### src/rtl/pio_params.svh
// register map and field widths of the parallel port block
`ifndef PIO_PARAMS_SVH
`define PIO_PARAMS_SVH
`define PIO_ADDR_W       3
`define PIO_DATA_W       8
`define PIO_PORT_A_W     8
`define PIO_PORT_B_W     8
`define PIO_PORT_C_W     7
`define PIO_PORT_D_W     7
`define PIO_OFS_A_DATA   3'h0
`define PIO_OFS_B_DATA   3'h1
`define PIO_OFS_C_DATA   3'h2
`define PIO_OFS_D_DATA   3'h3
`define PIO_OFS_A_DIR    3'h4
`define PIO_OFS_B_DIR    3'h5
`define PIO_OFS_C_DIR    3'h6
`define PIO_DIR_RST      8'h00
`define PIO_RD_IDLE      8'h00
`endif

### src/rtl/pio_pkg.sv
// shared types of the parallel port block
`default_nettype none
package pio_pkg;
  `include "pio_params.svh"
  typedef logic [`PIO_ADDR_W-1:0] addr_t;
  typedef logic [`PIO_DATA_W-1:0] byte_t;
endpackage
`default_nettype wire

### src/rtl/pio_ports.sv
// parallel ports a to d: latches, direction, pin read-back
//
// The strobed register port was chosen for this implementation.
`default_nettype none
`include "pio_params.svh"

// Notes on behaviour
// - direction one drives pin, zero floats it
// - direction registers read/write, reset to inputs
// - reset leaves data latches untouched
// - port a read: latch if output, else pin
// - port b read: latch if output, else pin
// - port c read: latch if output, else pin
// - writes always update the data latch
// - input bit write leaves pin and read
// - port a has eight bidirectional pins
// - port b eight pins, shared with converter
// - port c seven pins, bits six to zero
// - port d seven input-only pins, never driven
// - port d read returns pin levels
module pio_ports (
  input  wire logic                        clk_i,
  input  wire logic                        srst_i,
  input  wire pio_pkg::addr_t              addr_i,
  input  wire pio_pkg::byte_t              wdata_i,
  input  wire logic                        wr_i,
  input  wire logic                        rd_i,
  output pio_pkg::byte_t                   rdata_o,
  input  wire logic [`PIO_PORT_A_W-1:0]    port_a_in_i,
  output logic      [`PIO_PORT_A_W-1:0]    port_a_out_o,
  output logic      [`PIO_PORT_A_W-1:0]    port_a_oe_o,
  input  wire logic [`PIO_PORT_B_W-1:0]    port_b_in_i,
  output logic      [`PIO_PORT_B_W-1:0]    port_b_out_o,
  output logic      [`PIO_PORT_B_W-1:0]    port_b_oe_o,
  input  wire logic [`PIO_PORT_C_W-1:0]    port_c_in_i,
  output logic      [`PIO_PORT_C_W-1:0]    port_c_out_o,
  output logic      [`PIO_PORT_C_W-1:0]    port_c_oe_o,
  input  wire logic [`PIO_PORT_D_W-1:0]    port_d_in_i
);
  import pio_pkg::*;

  logic [`PIO_PORT_A_W-1:0] port_a_data_latch_q;
  logic [`PIO_PORT_B_W-1:0] port_b_data_latch_q;
  logic [`PIO_PORT_C_W-1:0] port_c_data_latch_q;
  logic [`PIO_PORT_D_W-1:0] port_d_input_data_q;
  logic [`PIO_PORT_A_W-1:0] port_a_direction_q;
  logic [`PIO_PORT_B_W-1:0] port_b_direction_q;
  logic [`PIO_PORT_C_W-1:0] port_c_direction_q;
  logic [`PIO_PORT_A_W-1:0] pin_a_sync;
  logic [`PIO_PORT_B_W-1:0] pin_b_sync;
  logic [`PIO_PORT_C_W-1:0] pin_c_sync;
  logic [`PIO_PORT_D_W-1:0] pin_d_sync;
  byte_t                    rdata_q;
  byte_t                    rdata_d;

  function automatic byte_t mix(input byte_t latch, input byte_t dir, input byte_t pin);
    mix = (latch & dir) | (pin & ~dir);
  endfunction

  pio_sync #(.W(`PIO_PORT_A_W)) u_sync_a (
    .clk_i   (clk_i),
    .async_i (port_a_in_i),
    .sync_o  (pin_a_sync)
  );
  pio_sync #(.W(`PIO_PORT_B_W)) u_sync_b (
    .clk_i   (clk_i),
    .async_i (port_b_in_i),
    .sync_o  (pin_b_sync)
  );
  pio_sync #(.W(`PIO_PORT_C_W)) u_sync_c (
    .clk_i   (clk_i),
    .async_i (port_c_in_i),
    .sync_o  (pin_c_sync)
  );
  pio_sync #(.W(`PIO_PORT_D_W)) u_sync_d (
    .clk_i   (clk_i),
    .async_i (port_d_in_i),
    .sync_o  (pin_d_sync)
  );

  // one strobe qualified by one register index; the checks use it too
  function automatic logic hit(input logic strobe, input addr_t idx, input addr_t ofs);
    hit = strobe && (idx == ofs);
  endfunction

  wire wr_a_data = hit(wr_i, addr_i, `PIO_OFS_A_DATA);
  wire wr_b_data = hit(wr_i, addr_i, `PIO_OFS_B_DATA);
  wire wr_c_data = hit(wr_i, addr_i, `PIO_OFS_C_DATA);
  wire wr_d_data = hit(wr_i, addr_i, `PIO_OFS_D_DATA);
  wire wr_a_dir  = hit(wr_i, addr_i, `PIO_OFS_A_DIR);
  wire wr_b_dir  = hit(wr_i, addr_i, `PIO_OFS_B_DIR);
  wire wr_c_dir  = hit(wr_i, addr_i, `PIO_OFS_C_DIR);

  wire byte_t rd_a = mix(port_a_data_latch_q, port_a_direction_q, pin_a_sync);
  wire byte_t rd_b = mix(port_b_data_latch_q, port_b_direction_q, pin_b_sync);
  // port c read selection, bit 7 reads zero
  wire byte_t rd_c = mix({1'b0, port_c_data_latch_q}, {1'b0, port_c_direction_q},
                         {1'b0, pin_c_sync});
  wire byte_t rd_d = {1'b0, pin_d_sync};

  always_comb begin
    rdata_d = `PIO_RD_IDLE;
    if (rd_i) begin
      unique case (addr_i)
        `PIO_OFS_A_DATA: rdata_d = rd_a;
        `PIO_OFS_B_DATA: rdata_d = rd_b;
        `PIO_OFS_C_DATA: rdata_d = rd_c;
        `PIO_OFS_D_DATA: rdata_d = rd_d;
        `PIO_OFS_A_DIR:  rdata_d = port_a_direction_q;
        `PIO_OFS_B_DIR:  rdata_d = port_b_direction_q;
        `PIO_OFS_C_DIR:  rdata_d = {1'b0, port_c_direction_q};
        default:         rdata_d = `PIO_RD_IDLE;
      endcase
    end
  end

  // latches have no reset; write always stored
  always_ff @(posedge clk_i) begin
    if (wr_a_data) port_a_data_latch_q <= wdata_i;
    if (wr_b_data) port_b_data_latch_q <= wdata_i;
    if (wr_c_data) port_c_data_latch_q <= wdata_i[`PIO_PORT_C_W-1:0];
    if (wr_d_data) port_d_input_data_q <= wdata_i[`PIO_PORT_D_W-1:0];
  end

  // check helpers, set by the first write and never cleared, as reset
  // keeps the latches; before that write a latch holds no defined value
  logic latch_a_seen_q;
  logic latch_b_seen_q;
  logic latch_c_seen_q;
  logic latch_d_seen_q;

  always_ff @(posedge clk_i) begin
    if (wr_a_data) latch_a_seen_q <= 1'b1;
    if (wr_b_data) latch_b_seen_q <= 1'b1;
    if (wr_c_data) latch_c_seen_q <= 1'b1;
    if (wr_d_data) latch_d_seen_q <= 1'b1;
  end

  always_ff @(posedge clk_i) begin
    if (srst_i) begin
      port_a_direction_q <= `PIO_DIR_RST;
      port_b_direction_q <= `PIO_DIR_RST;
      port_c_direction_q <= `PIO_PORT_C_W'(`PIO_DIR_RST);
      rdata_q            <= `PIO_RD_IDLE;
    end else begin
      if (wr_a_dir) port_a_direction_q <= wdata_i;
      if (wr_b_dir) port_b_direction_q <= wdata_i;
      if (wr_c_dir) port_c_direction_q <= wdata_i[`PIO_PORT_C_W-1:0];
      rdata_q <= rdata_d;
    end
  end

  // drivers follow direction; out carries latch whatever the enable
  assign port_a_out_o = port_a_data_latch_q;
  assign port_b_out_o = port_b_data_latch_q;
  assign port_c_out_o = port_c_data_latch_q;
  assign port_a_oe_o  = port_a_direction_q;
  assign port_b_oe_o  = port_b_direction_q;
  assign port_c_oe_o  = port_c_direction_q;
  assign rdata_o      = rdata_q;

  // port d has no driver: no output pins exist for it
  // left to software; latch write before direction is honoured

  a_dir_reset: assert property (@(posedge clk_i) srst_i |=>
    (port_a_oe_o == '0) && (port_b_oe_o == '0) && (port_c_oe_o == '0))
    else $error("direction not cleared by reset");

  a_dir_write: assert property (@(posedge clk_i) disable iff (srst_i)
    (wr_i && addr_i == `PIO_OFS_A_DIR) |=> port_a_oe_o == $past(wdata_i))
    else $error("port a enable does not follow direction write");

  a_latch_write: assert property (@(posedge clk_i)
    (wr_i && addr_i == `PIO_OFS_B_DATA) |=> port_b_out_o == $past(wdata_i))
    else $error("port b latch not written");

  a_latch_keep: assert property (@(posedge clk_i)
    (srst_i && !wr_i && latch_a_seen_q) |=> $stable(port_a_out_o))
    else $error("reset disturbed port a latch");

  a_read_mix_a: assert property (@(posedge clk_i) disable iff (srst_i)
    (rd_i && addr_i == `PIO_OFS_A_DATA) |=>
    rdata_o == (($past(port_a_out_o) & $past(port_a_oe_o)) |
                ($past(pin_a_sync) & ~$past(port_a_oe_o))))
    else $error("port a read mix wrong");

  a_read_mix_b: assert property (@(posedge clk_i) disable iff (srst_i)
    (rd_i && addr_i == `PIO_OFS_B_DATA) |=>
    rdata_o == (($past(port_b_out_o) & $past(port_b_oe_o)) |
                ($past(pin_b_sync) & ~$past(port_b_oe_o))))
    else $error("port b read mix wrong");

  a_read_mix_c: assert property (@(posedge clk_i) disable iff (srst_i)
    (rd_i && addr_i == `PIO_OFS_C_DATA) |=> rdata_o[7] == 1'b0 &&
    rdata_o[6:0] == (($past(port_c_out_o) & $past(port_c_oe_o)) |
                     ($past(pin_c_sync) & ~$past(port_c_oe_o))))
    else $error("port c read mix wrong");

  a_input_write: assert property (@(posedge clk_i) disable iff (srst_i)
    (wr_i && addr_i == `PIO_OFS_A_DATA && port_a_oe_o == '0) |=> port_a_oe_o == '0)
    else $error("input write changed drive");

  a_pin_d_sync: assert property (@(posedge clk_i) disable iff (srst_i)
    (rd_i && addr_i == `PIO_OFS_D_DATA) |=> rdata_o == {1'b0, $past(port_d_in_i, 3)})
    else $error("port d read not three cycles of pin");

  a_idle_zero: assert property (@(posedge clk_i) disable iff (srst_i)
    !rd_i |=> rdata_o == `PIO_RD_IDLE)
    else $error("read data not idle");

  a_latch_keep_b: assert property (@(posedge clk_i)
    (srst_i && !wr_i && latch_b_seen_q) |=> $stable(port_b_out_o))
    else $error("reset disturbed port b latch");

  a_latch_keep_c: assert property (@(posedge clk_i)
    (srst_i && !wr_i && latch_c_seen_q) |=> $stable(port_c_out_o))
    else $error("reset disturbed port c latch");

  a_latch_keep_d: assert property (@(posedge clk_i)
    (srst_i && !wr_i && latch_d_seen_q) |=> $stable(port_d_input_data_q))
    else $error("reset disturbed port d latch");

  a_dir_write_b: assert property (@(posedge clk_i) disable iff (srst_i)
    hit(wr_i, addr_i, `PIO_OFS_B_DIR) |=> port_b_oe_o == $past(wdata_i))
    else $error("port b enable does not follow direction write");

  a_dir_write_c: assert property (@(posedge clk_i) disable iff (srst_i)
    hit(wr_i, addr_i, `PIO_OFS_C_DIR) |=> port_c_oe_o == $past(wdata_i[`PIO_PORT_C_W-1:0]))
    else $error("port c enable does not follow direction write");

  a_dir_hold_a: assert property (@(posedge clk_i)
    (!srst_i && !hit(wr_i, addr_i, `PIO_OFS_A_DIR)) |=> $stable(port_a_oe_o))
    else $error("port a direction changed without write");

  a_dir_hold_b: assert property (@(posedge clk_i)
    (!srst_i && !hit(wr_i, addr_i, `PIO_OFS_B_DIR)) |=> $stable(port_b_oe_o))
    else $error("port b direction changed without write");

  a_dir_hold_c: assert property (@(posedge clk_i)
    (!srst_i && !hit(wr_i, addr_i, `PIO_OFS_C_DIR)) |=> $stable(port_c_oe_o))
    else $error("port c direction changed without write");

  a_latch_write_a: assert property (@(posedge clk_i)
    hit(wr_i, addr_i, `PIO_OFS_A_DATA) |=> port_a_out_o == $past(wdata_i))
    else $error("port a latch not written");

  a_latch_write_c: assert property (@(posedge clk_i)
    hit(wr_i, addr_i, `PIO_OFS_C_DATA) |=> port_c_out_o == $past(wdata_i[`PIO_PORT_C_W-1:0]))
    else $error("port c latch not written");

  a_latch_write_d: assert property (@(posedge clk_i)
    hit(wr_i, addr_i, `PIO_OFS_D_DATA) |=>
    port_d_input_data_q == $past(wdata_i[`PIO_PORT_D_W-1:0]))
    else $error("port d latch not written");

  a_read_dir_a: assert property (@(posedge clk_i) disable iff (srst_i)
    hit(rd_i, addr_i, `PIO_OFS_A_DIR) |=> rdata_o == $past(port_a_oe_o))
    else $error("port a direction read wrong");

  a_read_dir_b: assert property (@(posedge clk_i) disable iff (srst_i)
    hit(rd_i, addr_i, `PIO_OFS_B_DIR) |=> rdata_o == $past(port_b_oe_o))
    else $error("port b direction read wrong");

  a_read_dir_c: assert property (@(posedge clk_i) disable iff (srst_i)
    hit(rd_i, addr_i, `PIO_OFS_C_DIR) |=> rdata_o == {1'b0, $past(port_c_oe_o)})
    else $error("port c direction read wrong");

  a_pin_a_sync: assert property (@(posedge clk_i) disable iff (srst_i)
    (hit(rd_i, addr_i, `PIO_OFS_A_DATA) && port_a_oe_o == '0) |=>
    rdata_o == $past(port_a_in_i, 3))
    else $error("port a read not three cycles of pin");

  a_pin_b_sync: assert property (@(posedge clk_i) disable iff (srst_i)
    (hit(rd_i, addr_i, `PIO_OFS_B_DATA) && port_b_oe_o == '0) |=>
    rdata_o == $past(port_b_in_i, 3))
    else $error("port b read not three cycles of pin");

  a_pin_c_sync: assert property (@(posedge clk_i) disable iff (srst_i)
    (hit(rd_i, addr_i, `PIO_OFS_C_DATA) && port_c_oe_o == '0) |=>
    rdata_o == {1'b0, $past(port_c_in_i, 3)})
    else $error("port c read not three cycles of pin");

  a_input_read: assert property (@(posedge clk_i) disable iff (srst_i)
    (hit(wr_i, addr_i, `PIO_OFS_A_DATA) && port_a_oe_o == '0) ##1
    (hit(rd_i, addr_i, `PIO_OFS_A_DATA) && port_a_oe_o == '0) |=>
    rdata_o == $past(pin_a_sync))
    else $error("input write leaked into port a read");

  c_read_a:  cover property (@(posedge clk_i) rd_i && addr_i == `PIO_OFS_A_DATA);
  c_dir_out: cover property (@(posedge clk_i) wr_i && addr_i == `PIO_OFS_C_DIR);
  c_read_d:  cover property (@(posedge clk_i) rd_i && addr_i == `PIO_OFS_D_DATA);
  c_read_c_mix: cover property (@(posedge clk_i)
    hit(rd_i, addr_i, `PIO_OFS_C_DATA) && port_c_oe_o != '0);
  c_reset_keep: cover property (@(posedge clk_i) srst_i && latch_a_seen_q);
endmodule // pio_ports
`default_nettype wire

### src/rtl/pio_sync.sv
// two-stage synchroniser for a group of pin levels
`default_nettype none
module pio_sync #(
  parameter int W = 8
) (
  input  wire logic         clk_i,
  input  wire logic [W-1:0] async_i,
  output logic      [W-1:0] sync_o
);
  logic [W-1:0] meta_q;
  logic [W-1:0] sync_q;

  // no reset: pin levels carry no meaning until sampled
  always_ff @(posedge clk_i) begin
    meta_q <= async_i;
    sync_q <= meta_q;
  end

  assign sync_o = sync_q;
endmodule // pio_sync
`default_nettype wire

### config.mk
export PLATFORM = sky130hd
export DESIGN_NAME = pio_ports
export DESIGN_NICKNAME = d
export VERILOG_FILES = /design/src/rtl/pio_pkg.sv /design/src/rtl/pio_ports.sv /design/src/rtl/pio_sync.sv
export VERILOG_INCLUDE_DIRS = /design/src /design/src/rtl
export SDC_FILE = /design/constraint.sdc
export NUM_CORES = 1
export LEC_CHECK = 0
export ABC_CLOCK_PERIOD_IN_PS = 3300
export BUFFER_PORTS_ARGS = -buffer_cell sky130_fd_sc_hd__buf_4
export CAP_MARGIN = 20
export CORE_MARGIN = 3
export CORE_UTILIZATION = 25
export CTS_CLUSTER_DIAMETER = 50
export DETAILED_ROUTE_END_ITERATION = 6
export GPL_ROUTABILITY_DRIVEN = 0
export HOLD_SLACK_MARGIN = 0.05
export SYNTH_ARGS = -nofsm -noshare
export SYNTH_HDL_FRONTEND = slang
export SYNTH_SLANG_ARGS = --single-unit
### constraint.sdc
create_clock -name clk_i -period 3.3 [get_ports clk_i]
set_input_delay 0.495 -clock clk_i [delete_from_list [all_inputs] [get_ports clk_i]]
set_output_delay 0.495 -clock clk_i [all_outputs]
set_load 0.005 [all_outputs]
# ---- Word level (Yosys, flattened, before mapping)
# Cells that the tools add are included.
dict set report word_totals {
  out_inout_bits 54
  latchBits 0
  ff_bits 114
  word_cells 43
  ram_bits 0
  mem_bits_ro 0
  mem_count 0
}
dict set report classes {
  addsub 0
  n_mul 0
  n_reduce_logical 8
  mux 1
  n_shift 0
  order_cmp 0
  bitwise_logic 13
  div_mod_pow 0
  eq_ne 6
}
# cell n
set op_table {}
lappend op_table {{$pmux 8 s7} 1}
lappend op_table {{$and 8x8->8} 4}
lappend op_table {{$not 8->8} 2}
lappend op_table {{$or 8x8->8} 2}
lappend op_table {{$eq 3x3->1 const B} 3}
lappend op_table {{$and 7x8->8} 1}
lappend op_table {{$not 7->8} 1}
lappend op_table {{$or 7x8->8} 1}
lappend op_table {{$and 7x7->7} 1}
lappend op_table {{$eq 3x2->1 const B} 2}
lappend op_table {{$logic_and 1x1->1} 6}
lappend op_table {{$eq 3x1->1 const B} 1}
lappend op_table {{$logic_not 3->1} 1}
lappend op_table {{$reduce_or 2->1} 1}
lappend op_table {{$not 1->1} 1}

# ---- Longest topological paths before layout
# Gate-level depths: netlist of run 1.
dict set report depth {
  ltp_word 4
  mapped_depth 6
  mapped_depth_nobuf 4
}

# ---- By module
# Synthesis of run 1 repeated with hierarchy kept, for this count alone.
dict set report unflattened {
  cells_unflattened 304
  hier_area_um2 3595.9
}
# mod area_per_inst_um2 n_inst cells_each
set by_module_without_submodules {}
lappend by_module_without_submodules {pio_ports 2394.8 1 244}
lappend by_module_without_submodules {{pio_sync at u_sync_a ...} 320.3 2 16}
lappend by_module_without_submodules {{pio_sync at u_sync_c ...} 280.3 2 14}

# ---- Least setup slack after synthesis of run 1
# Ideal clock, no wire load.
dict set report synth_path {
  path_type {input to register}
  startpoint {in addr_i[2]}
  endpoint {reg port_a_data_latch_q[0], in the netlist port_a_out_o[0], enable pin}
  setup_time_ps 383
  path_buffers 2
  t_arrival_ps 1569
  stages 4
  path_slack_ps 1348
  required_time_ps 2917
  cell_sequence {buf_2 buf_2 nand2b_1 nor3_1}
}
dict set report synth_via {
  elab_chain_cells 2
}
# item line_no
set synth_rtl {}
lappend synth_rtl {{start, declared} pio_ports.sv:24} ;# input wire pio_pkg::addr_t addr_i,
lappend synth_rtl {{$logic_not 3->1} pio_ports.sv:83} ;# hit = strobe && (idx == ofs);
lappend synth_rtl {{$logic_and 1x1->1} pio_ports.sv:83}
lappend synth_rtl {{via wr_a_data} pio_ports.sv:86} ;# wire wr_a_data = hit(wr_i, addr_i, `PIO_OFS_A_DATA);
lappend synth_rtl {{end signal, assigned} pio_ports.sv:119} ;# if (wr_a_data) port_a_data_latch_q <= wdata_i;
lappend synth_rtl {{end, declared} pio_ports.sv:42} ;# logic [`PIO_PORT_A_W-1:0] port_a_data_latch_q;
# The timed path passes the listed nets, and every way through them passes these cells.
# A chain may end at the register's enable or synchronous reset.

# ---- Worst setup path in the final report of run 1
dict set report layout_path {
  startpoint {in addr_i[0]}
  endpoint {reg port_c_data_latch_q[1], in the netlist port_c_out_o[1], enable pin}
}
dict set report layout_via {
  elab_chain_cells 2
}
# item line_no
set layout_rtl {}
lappend layout_rtl {{$eq 3x2->1} pio_ports.sv:83}
lappend layout_rtl {{$logic_and 1x1->1} pio_ports.sv:83}
lappend layout_rtl {{via wr_c_data} pio_ports.sv:88} ;# wire wr_c_data = hit(wr_i, addr_i, `PIO_OFS_C_DATA);
lappend layout_rtl {{end signal, assigned} pio_ports.sv:121} ;# if (wr_c_data) port_c_data_latch_q <= wdata_i[`PIO_PORT_C_W-1:0];
lappend layout_rtl {{end, declared} pio_ports.sv:44} ;# logic [`PIO_PORT_C_W-1:0] port_c_data_latch_q;
# The timed path passes the listed nets, and every way through them passes these cells.

==> out/qor.yml, run 1 <==
slew-limit-headroom: 0.379
timing.setup.tns_ns: 0
ys_warn_count: 0
cts_resized: 0
synth_top_area_share: 0.511
synth_mux_area_frac: 0.0358
synth_top_area_cell: "dfxtp_1"
numClockSinks: 114
grt_max_degree: 40
route.detailed.drc: 0
initial_core_util: 0.256
cts_tree: "yes"
final_cells: 599
wl_per_cell_um: 16.7
core_sq_mm: 0.0139
dpl_worst_slack_ns: 1.06
cp.required_ns: 3.33
synth_top_family_by_area: "simple AND/OR/NAND/NOR gates"
fin_worst_skew_ns: 0.00426
endpoint_kind: "register"
die_h_um: 125
cpMaxStageDelayCell: "nor2_1"
p_leak_nw: 1.95
vias: 2651
r2r_slack_ns: 1.91
synth_area_leaders: "dfxtp_1 (51%), edfxtp_1 (19%), a21oi_1 (5.2%)"
postRouteAntennaNets: 0
tightestPinTransition_ns: 0.928
setup_viol: 0
synth_edf_count: 23
postSynthAreaPerCell_sq_um: 11.9
reg2reg_to: "rdata_o[2]"
cap_viol_max_count: 0
use_met3: 0.0551
worst_hold_path.endpoint: "u_sync_c.meta_q[4]"
whs_path_depth: 1
fmax_ghz: 0.595
ys_seq_area_frac: 0.705
hold_class: "input pin to register"
synth_compound_area_frac: 0.119
crit_path_max_incr_delay_ns: 0.72
holdBufCountCts: 0
antenna_cells: 0
r2r_cells: 3
ir_worst_vdd_uv: 359
crit_arrival_ns: 1.71
crit_type: "input pin to register"
rsz0062_at_grt: "no"
grt_overflow_total: 0
maxSlewViolCount: 0
power_density_mw_per_mm2: 653
clk_latency_ns: 0.40
crit_path_start_kind: "input pin"
htree_levels: 4
fin_crit_ns: 1.68
wl_um: 9980
drive_above_1_share: 0.337
synth_cell_types: 29
fin_area_sq_mm: 0.00500
die_x_um: 125
postCtsSetupRepairBufs: 0
cp_cell_sequence: "buf_4 > nand2b_2 > nor2_1"
synth-simple-area-share: 0.125
use_met2: 0.202
ys_ff_latch: 114
status: "finished, final reports clean"
via_per_inst: 4.43
pin_count: 99
die-area_sq_mm: 0.0157
synthAdderAreaFrac: 0
synth_nets: 344
async_reset_ff_frac: 0
post_dp_cell_area_sq_mm: 0.00447
drt_pass1_iterations: 4
max-clock-path-buffers: 2
io_buffers: 98
area_delta_synth_final_pct: 40.1
grt.total_usage: 0.130
place_inst: 567
syn_area_sq_mm: 0.00357
use_met1: 0.161
synth_cells: 299
min-delay-start: "port_c_in_i[4]"
grt_pass1_wl_um: 15300
cp_max_fo: 17
clkTransAtPathRegs_ns: 0.05
synth_xor_area_frac: 0
nNetsFinal: 452
numCtsBuffers: 17
rows: 43
hold_violations: 0
reg2reg_from: "port_b_oe_o[2]"
hold_ws_ns: 0.187
root_buffer: "clkbuf_16"
synth_flop_cell: "dfxtp_1"
grt_pass1_vias: 2751
startpoint: "addr_i[0]"
worst_slack_ns: 1.62
timing.final.crit_share: 0.510
grt_antenna_before_repair: 0
drt_iter0_markers: 226
grt-busiest-layer: "met2"
dpl.hpwl_um: 7040
logic make-up after synthesis:
kind of cell    after synthesis
simple gates                 90
compound gates               73
buf+inv                      10
flops                       114
mux                          12
cells in the mapped netlist, types with 2 or more instances:
cell and count:
clkbuf_1 2, nor2_1 6, or3b_1 3, nand3b_1 2, mux2_2 6, o21ai_0 18, nand2b_2 2, a22o_1 6
nor3_1 6, buf_2 5, buf_4 2, nand3_1 4, nor2b_1 2, nor2_4 2, dfxtp_1 91, a22oi_1 5
nand2_1 49, a21oi_1 37, edfxtp_1 23, nand2b_1 9, mux2i_1 6, a221oi_1 6
report_power, final:
part	total (mW)	switching (mW)	internal, mW	leakage [nW]
clock network	1.59	0.607	0.986	0.259
registers	1.50	0.0234	1.48	0.966
logic	0.167	0.0850	0.0823	0.724
flip-flops by register name, indices dropped and copies added (netlist names):
name and cells:
rdata_o 8, u_sync_d.meta_q 7, port_a_oe_o 8, port_b_out_o 8, port_b_oe_o 8, u_sync_c.sync_o 7
u_sync_b.meta_q 8, u_sync_a.meta_q 8, port_a_out_o 8, u_sync_c.meta_q 7, u_sync_a.sync_o 8, port_c_oe_o 7
port_c_out_o 7, u_sync_b.sync_o 8, u_sync_d.sync_o 7
critical path: cells and delay by family:
family | cells | cell delay [ns]
buffers and inverters | 1 | 0.19
AND/OR/NAND/NOR | 2 | 1.01
routing by layer:
layer  share of wire  wire length (um)  vias up
met5               0                 0        -
li1                -                 -     1284
met4           0.014               138        0
met1            0.43              4280     1229
met3           0.090               896       14
met2            0.47              4660      124
area by class of cell:
| type | count | area [sq um] |
|---|---|---|
| Timing Repair Buffer | 99 | 741 |
| Clock buffer | 21 | 460 |
| Tap cell | 180 | 225 |
| Clock inverter | 10 | 63.8 |
| Sequential cell | 114 | 2510 |
| Multi-Input combinational cell | 175 | 995 |
| Fill cell | 1381 | 8940 |
placed cells by master, fill, tap and decap left out, types with 2 or more instances in the layout:
cell type,instances
nand2b_1,9
nand2_1,49
mux2_2,6
nor2b_1,2
clkbuf_1,2
nor2_1,6
mux2i_1,6
clkinv_4,2
nor2_4,2
clkinvlp_4,2
or3b_1,3
a22oi_1,5
clkinv_2,5
dfxtp_1,91
clkbuf_8,2
a21oi_1,37
nor3_1,6
nand3b_1,2
a22o_1,6
clkbuf_16,17
nand2b_2,2
o21ai_0,18
edfxtp_1,23
buf_4,98
nand3_1,4
a221oi_1,6
through the flow:
| step | power [mW] | utilization |
|---|---|---|
| 2_1_floorplan | 1.60 | - |
| 3_3_place_gp | 1.70 | 0.321 |
| 3_5_place_dp | 1.70 | 0.321 |
| 4_1_cts | 3.30 | 0.358 |
| 5_1_grt | 3.39 | 0.359 |
| 6_report | 3.27 | 0.359 |
worst max path at each step:
stage	end	slack [ns]	cells past startpoint
after global placement	port_a_out_o[3]	1.17	3
after CTS	port_a_out_o[6]	1.48	3
final	port_c_out_o[1]	1.62	3
after floorplan	port_a_out_o[0]	1.35	4
after global routing	port_b_oe_o[3]	1.57	5
after detailed placement	port_a_out_o[7]	1.06	3
(Power assumes the default switching activity.)
==> inputs of run 2 (changes only) <==
--- a/config.mk
+++ b/config.mk
@@ -6,7 +6,7 @@
 export SDC_FILE = /design/constraint.sdc
 export NUM_CORES = 1
 export LEC_CHECK = 0
-export ABC_CLOCK_PERIOD_IN_PS = 3300
+export ABC_CLOCK_PERIOD_IN_PS = 1670
 export BUFFER_PORTS_ARGS = -buffer_cell sky130_fd_sc_hd__buf_4
 export CAP_MARGIN = 20
 export CORE_MARGIN = 3
==> constraint.sdc (replaced) <==
create_clock -name clk_i -period 1.67 [get_ports clk_i]
set_input_delay 0.2505 -clock clk_i [delete_from_list [all_inputs] [get_ports clk_i]]
set_output_delay 0.2505 -clock clk_i [all_outputs]
set_load 0.005 [all_outputs]
==> run 2 against run 1 <==
Effect of this change:
- count of clock-buffer cells in the layout increased by 2
- flip-flop and latch count unchanged
- wire length grew 3.3%
- largest power group unchanged
- clock power increased by 150%
- non-clock buffer count rose by 43
- critical path depth unchanged
- total power up 120%
- worst hold slack got worse by 0.12 ns
- critical path type is now register to register
==> out/qor.yml, run 2 (synthesized netlist as in run 1, its figures left out) <==
vias: 2803  # was 2651
rows: 43  # unchanged
max-clock-path-buffers: 2  # unchanged
ir_worst_vdd_uv: 710  # was 359 uV
cts_tree: "yes"  # unchanged
grt_antenna_before_repair: 0  # unchanged
drt_pass1_iterations: 4  # unchanged
pin_count: 99  # unchanged
numCtsBuffers: 17  # unchanged
cp_max_fo: 4  # was 17
fin_worst_skew_ns: 0.00585  # was 0.00426 ns
postRouteAntennaNets: 0  # unchanged
startpoint: "port_b_oe_o[4]"  # was addr_i[0]
r2r_slack_ns: 0.33  # was 1.91 ns
layout_common_cells: "buf_4 (109), dfxtp_1 (91), nand2_1 (49)"  # was buf_4 (98), dfxtp_1 (91), nand2_1 (49)
rsz0062_at_grt: "no"  # unchanged
timing.final.crit_share: 0.804
met3_wirelength_um: 696  # was 896 um
grt.total_usage: 0.136  # was 0.130
crit_arrival_ns: 1.62  # was 1.71 ns
grt_pass1_wl_um: 15800  # was 15300 um
drive_above_1_share: 0.329  # was 0.337
hold_violations: 0  # unchanged
cp.required_ns: 1.94  # was 3.33 ns
drt_iter0_markers: 206  # was 226
die-area_sq_mm: 0.0157  # unchanged
power_density_mw_per_mm2: 1320  # was 653 mW/mm^2
numClockSinks: 114  # unchanged
grt_max_degree: 40  # unchanged
dpl.hpwl_um: 7370  # was 7040 um
hold_ws_ns: 0.0652  # was 0.187 ns
hold_class: "input pin to register"  # unchanged
via_per_inst: 4.37  # was 4.43
crit_type: "register to register"  # was input pin to register
slew-limit-headroom: 0.679  # was 0.379
fin_crit_ns: 1.34
setup_viol: 0  # unchanged
route.detailed.drc: 0  # unchanged
cp-endpoint: "rdata_o[4]"  # was port_c_out_o[1]
tightestPinTransition_ns: 0.480  # was 0.928 ns
area_delta_synth_final_pct: 55.1  # was 40.1%
initial_core_util: 0.256  # unchanged
reg2reg_to: "rdata_o[4]"  # was rdata_o[2]
wl_um: 10300  # was 9980 um
clk_latency_ns: 0.42  # was 0.40 ns
wl_met2_um: 4900  # was 4660 um
root_buffer: "clkbuf_16"  # unchanged
reg2reg_from: "port_b_oe_o[4]"  # was port_b_oe_o[2]
crit_path_start_kind: "register"  # was input pin
wl_per_cell_um: 16.0  # was 16.7 um
r2r_cells: 3  # unchanged
cts_resized: 0  # unchanged
clkTransAtPathRegs_ns: 0.05  # about the same
core_sq_mm: 0.0139  # unchanged
timing.setup.tns_ns: 0  # unchanged
status: "finished, final reports clean"  # unchanged
p_leak_nw: 2.19  # was 1.95 nW
antenna_cells: 0  # unchanged
cap_viol_max_count: 0  # unchanged
io_buffers: 98  # unchanged
fin_area_sq_mm: 0.00553  # was 0.00500 sq mm
die_h_um: 125  # unchanged
final_common_cell: "buf_4"  # unchanged
nNetsFinal: 495  # was 452
die_x_um: 125  # unchanged
fmax_ghz: 0.744
top_layer_used: "met4"  # unchanged
htree_levels: 4  # unchanged
drt-met1-wl_um: 4500  # was 4280 um
grt_overflow_total: 0  # unchanged
maxSlewViolCount: 0  # unchanged
endpoint_kind: "register"  # unchanged
post_dp_cell_area_sq_mm: 0.00456  # was 0.00447 sq mm
grt_pass1_vias: 2790  # was 2751
==> run 2: changes by cell type in the layout (fill, tap and decap cells not counted), sizes merged <==
cell / change
dlygate4sd3: +33
buf: +10
clkinv: -6
bufinv: +4
clkbuf: +2
==> run 2: stage by stage <==
stage,setup WS (ns),power [mW],util,instances
after floorplan,0.175,3.15,-,299
after global placement,0.0945,3.37,0.327,578
after detailed placement,0.137,3.37,0.327,578
after CTS,0.328,7.36,0.396,641
after global routing,0.275,7.55,0.397,642
final,0.327,7.28,0.397,642
==> run 2: area by class of cell <==
type | instances | area, sq um
clock inverter | 8 | 146
clock buffer | 23 | 499
timing repair buffer | 142 | 1150
fill | 1347 | 8400
sequential | 114 | 2510
tap | 180 | 225
multi-input combinational | 175 | 1000
==> run 2: repair_timing <==
action	CTS	global route
endpoints found under the setup margin	0	0
hold buffers	32	1
endpoints found under the hold margin	35	1
setup buffers	0	0
==> run 2: layer usage <==
| layer | GRT usage | vias to the layer above |
|---|---|---|
| met2 | 0.207 | 90 |
| met3 | 0.0632 | 20 |
| met1 | 0.165 | 1322 |
| met4 | 0.0625 | 0 |
| met5 | 0 | - |
| li1 | - | 1371 |
==> run 2: report_power, final <==
part | switching, mW | internal [mW]
registers | 0.0468 | 2.93
clock network | 1.22 | 2.69
logic | 0.181 | 0.221
==> run 2: worst max-delay path: stages, from the launching register on <==
cell and delay, ns:
dfxtp_1 0.42, mux2_2 0.38, a221oi_1 0.27, a21oi_1 0.13
==> run 2: worst min path at each step <==
stage	from	end	slack [ns]	cells after the start
floorplan	port_a_in_i[0]	u_sync_a.meta_q[0]	0.28	0
global placement	u_sync_c.meta_q[0]	u_sync_c.sync_o[0]	0.31	0
detailed placement	u_sync_c.meta_q[0]	u_sync_c.sync_o[0]	0.31	0
CTS	wdata_i[1]	port_c_out_o[1]	0.05	1
global route	wdata_i[1]	port_c_out_o[1]	0.05	1
finish	wdata_i[1]	port_c_out_o[1]	0.07	1
==> inputs of run 3 (changes only) <==
--- a/config.mk
+++ b/config.mk
@@ -6,7 +6,8 @@
 export SDC_FILE = /design/constraint.sdc
 export NUM_CORES = 1
 export LEC_CHECK = 0
-export ABC_CLOCK_PERIOD_IN_PS = 1670
+export ABC_AREA = 1
+export ABC_CLOCK_PERIOD_IN_PS = 1200
 export BUFFER_PORTS_ARGS = -buffer_cell sky130_fd_sc_hd__buf_4
 export CAP_MARGIN = 20
 export CORE_MARGIN = 3
==> constraint.sdc (replaced) <==
create_clock -name clk_i -period 1.2 [get_ports clk_i]
set_input_delay 0.18 -clock clk_i [delete_from_list [all_inputs] [get_ports clk_i]]
set_output_delay 0.18 -clock clk_i [all_outputs]
set_load 0.005 [all_outputs]
==> run 3 against run 2 <==
Effect of this change:
- die area up 7.5%
- setup slack worse by 0.30 ns
- synthesized cell count up 35%
- critical path depth down 2
- final cell count up 19%
- highest routed layer unchanged
==> out/qor.yml, run 3 <==
rows: 44  # was 43
drt_pass1_iterations: 4  # unchanged
die_h_um: 130  # was 125 um
hold_violations: 0  # unchanged
crit_family: "flip-flops"  # unchanged
core_sq_mm: 0.0148  # was 0.0139 sq mm
tightestPinTransition_ns: 0.323  # was 0.480 ns
layout_common_cells: "nand2_1 (117), buf_4 (112), dfxtp_1 (84)"  # was buf_4 (109), dfxtp_1 (91), nand2_1 (49)
postRouteAntennaNets: 0  # unchanged
synth_cell_types: 26  # was 29
synth_xor_area_frac: 0  # unchanged
grt_max_degree: 17  # was 40
area_delta_synth_final_pct: 53.3  # was 55.1%
grt_overflow_total: 0  # unchanged
synth_cells: 404  # was 299
endpoint_kind: "output pin"  # was register
clkPwrFrac: 0.486  # was 0.536
crit_arrival_ns: 1.00  # was 1.62 ns
combPwrFrac: 0.075  # was 0.055
hold_class: "input pin to register"  # unchanged
ys_ff_latch: 114  # unchanged
synthAdderAreaFrac: 0  # unchanged
p_sw_mw: 2.35  # was 1.44 mW
fmax_ghz: 0.849
via_per_inst: 4.31  # was 4.37
fin_worst_skew_ns: 0.0155  # was 0.00585 ns
status: "finished, final reports clean"  # unchanged
cts_tree: "yes"  # unchanged
grt_pass1_wl_um: 17300  # was 15800 um
place_inst: 694  # was 578
max-clock-path-buffers: 2  # unchanged
synth_top_area_share: 0.473  # was 0.511
startpoint: "port_b_out_o[0]"  # was port_b_oe_o[4]
nNetsFinal: 615  # was 495
numCtsBuffers: 17  # unchanged
wl_um: 11100  # was 10300 um
setup_viol: 0  # unchanged
maxSlewViolCount: 0  # unchanged
timing.setup.tns_ns: 0  # unchanged
synth_compound_area_frac: 0.0598  # was 0.119
min-delay-start: "wr_i"  # was wdata_i[1]
p_int_mw: 7.15  # was 5.84 mW
syn_area_sq_mm: 0.00385  # was 0.00357 sq mm
hold_ws_ns: 0.0859  # was 0.0652 ns
die-area_sq_mm: 0.0169  # was 0.0157 sq mm
rsz0062_at_grt: "yes"  # was no
ys_seq_area_frac: 0.653  # was 0.705
route.detailed.drc: 0  # unchanged
worst_slack_ns: 0.0222  # was 0.327 ns
crit_path_start_kind: "register"  # unchanged
synth-simple-area-share: 0.216  # was 0.125
r2r_slack_ns: 0.09  # was 0.33 ns
async_reset_ff_frac: 0  # unchanged
cp_cell_sequence: "buf_6"  # was mux2_2 > a221oi_1 > a21oi_1
cp_max_fo: 2  # was 4
cpMaxStageDelayCell: "edfxtp_1"  # was dfxtp_1
wl_per_cell_um: 14.5  # was 16.0 um
htree_levels: 4  # unchanged
clkTransAtPathRegs_ns: 0.06  # was 0.05 ns
crit_type: "register to output pin"  # was register to register
dpl_worst_slack_ns: -0.0575  # was 0.137 ns
ys_warn_count: 0  # unchanged
root_buffer: "clkbuf_16"  # unchanged
grt_pass1_vias: 3301  # was 2790
reg2reg_from: "port_b_out_o[1]"  # was port_b_oe_o[4]
cap_viol_max_count: 0  # unchanged
synth_top_area_cell: "dfxtp_1"  # unchanged
clk_latency_ns: 0.42  # about the same
antenna_cells: 0  # unchanged
ys_top_cells_by_count: "nand2_1 (117), dfxtp_1 (91), inv_1 (45)"  # was dfxtp_1 (91), nand2_1 (49), a21oi_1 (37)
vias: 3308  # was 2803
synth_nets: 449  # was 344
postSynthAreaPerCell_sq_um: 9.52  # was 11.9 sq um
initial_core_util: 0.260  # was 0.256
ir_worst_vdd_uv: 976  # was 710 uV
power_density_mw_per_mm2: 1610  # was 1320 mW/mm^2
synth_most_common_cell: "nand2_1"  # was dfxtp_1
crit_buf_inv: 1  # was 0
grt_antenna_before_repair: 0  # unchanged
synth_top_family_by_area: "simple AND/OR/NAND/NOR gates"  # unchanged
cp.required_ns: 1.02  # was 1.94 ns
final_cells: 767  # was 642
switching_share: 0.248  # was 0.198
numClockSinks: 114  # unchanged
timing.final.crit_share: 0.982
synth_area_leaders: "dfxtp_1 (47%), edfxtp_1 (18%), nand2_1 (11%)"  # was dfxtp_1 (51%), edfxtp_1 (19%), a21oi_1 (5.2%)
dpl.hpwl_um: 8250  # was 7370 um
pin_count: 99  # unchanged
grt.total_usage: 0.138  # was 0.136
drive_above_1_share: 0.300  # was 0.329
final_common_cell: "nand2_1"  # was buf_4
synth_mux_area_frac: 0  # was 0.0358
seqPwrFrac: 0.439  # was 0.408
synth_flop_cell: "dfxtp_1"  # unchanged
synth_edf_count: 23  # unchanged
p_leak_nw: 2.66  # was 2.19 nW
io_buffers: 98  # unchanged
crit_path_max_incr_delay_ns: 0.43  # was 0.42 ns
fin_crit_ns: 1.18
slew-limit-headroom: 0.785  # was 0.679
die_x_um: 130  # was 125 um
drt_iter0_markers: 193  # was 206
==> run 3: final timing paths <==
path / endpoint / depth (start not counted)
hold / removal: port_b_oe_o[7] / 3
setup / recovery: port_b_out_o[0] / 1
setup reg to reg: rdata_o[1] / 7
hold reg to reg: u_sync_c.sync_o[5] / 0
==> run 3: metrics by stage <==
step | total power [mW] | cell area, sq um | utilization
6_report | 9.50 | 5900 | 0.398
5_1_grt | 9.92 | 5900 | 0.398
4_1_cts | 9.61 | 5850 | 0.395
3_5_place_dp | 4.85 | 4910 | 0.331
3_3_place_gp | 4.84 | 4910 | 0.331
2_1_floorplan | 4.48 | 3860 | -
==> run 3: logic make-up after synthesis <==
kind of cell,Yosys count
flip-flops,114
AO/OA/AOI/OAI,46
buffers and inverters,61
AND/OR/NAND/NOR,183
==> run 3: cell type report <==
cell class,count,area [sq um]
fill,1433,8910
sequential,114,2520
timing repair buffer,159,1330
multi-input combinational,229,1080
clock buffer,17,425
tap,184,230
inverter,49,191
clock inverter,15,124
==> run 3: metal layers <==
metal,vias to the layer above,track usage,share of wire
met5,-,0,0
met4,0,0.0416,0.011
li1,1644,-,-
met2,109,0.225,0.49
met3,10,0.0532,0.072
met1,1545,0.169,0.43
==> run 3: power groups by stage <==
| stage | clock network [mW] | logic, mW | registers (mW) |
|---|---|---|---|
| 2_1_floorplan | 0 | 0.256 | 4.22 |
| 4_1_cts | 4.74 | 0.706 | 4.17 |
| 3_3_place_gp | 0 | 0.592 | 4.25 |
| 5_1_grt | 4.95 | 0.784 | 4.18 |
| 3_5_place_dp | 0 | 0.603 | 4.25 |
| 6_report | 4.62 | 0.710 | 4.17 |
==> run 3: timing repair <==
item,CTS,global route
hold buffers,39,0
resized for setup,2,12
setup endpoints to repair,2,12
buffers inserted,0,2
pin swaps,0,0
hold endpoints to repair,58,0
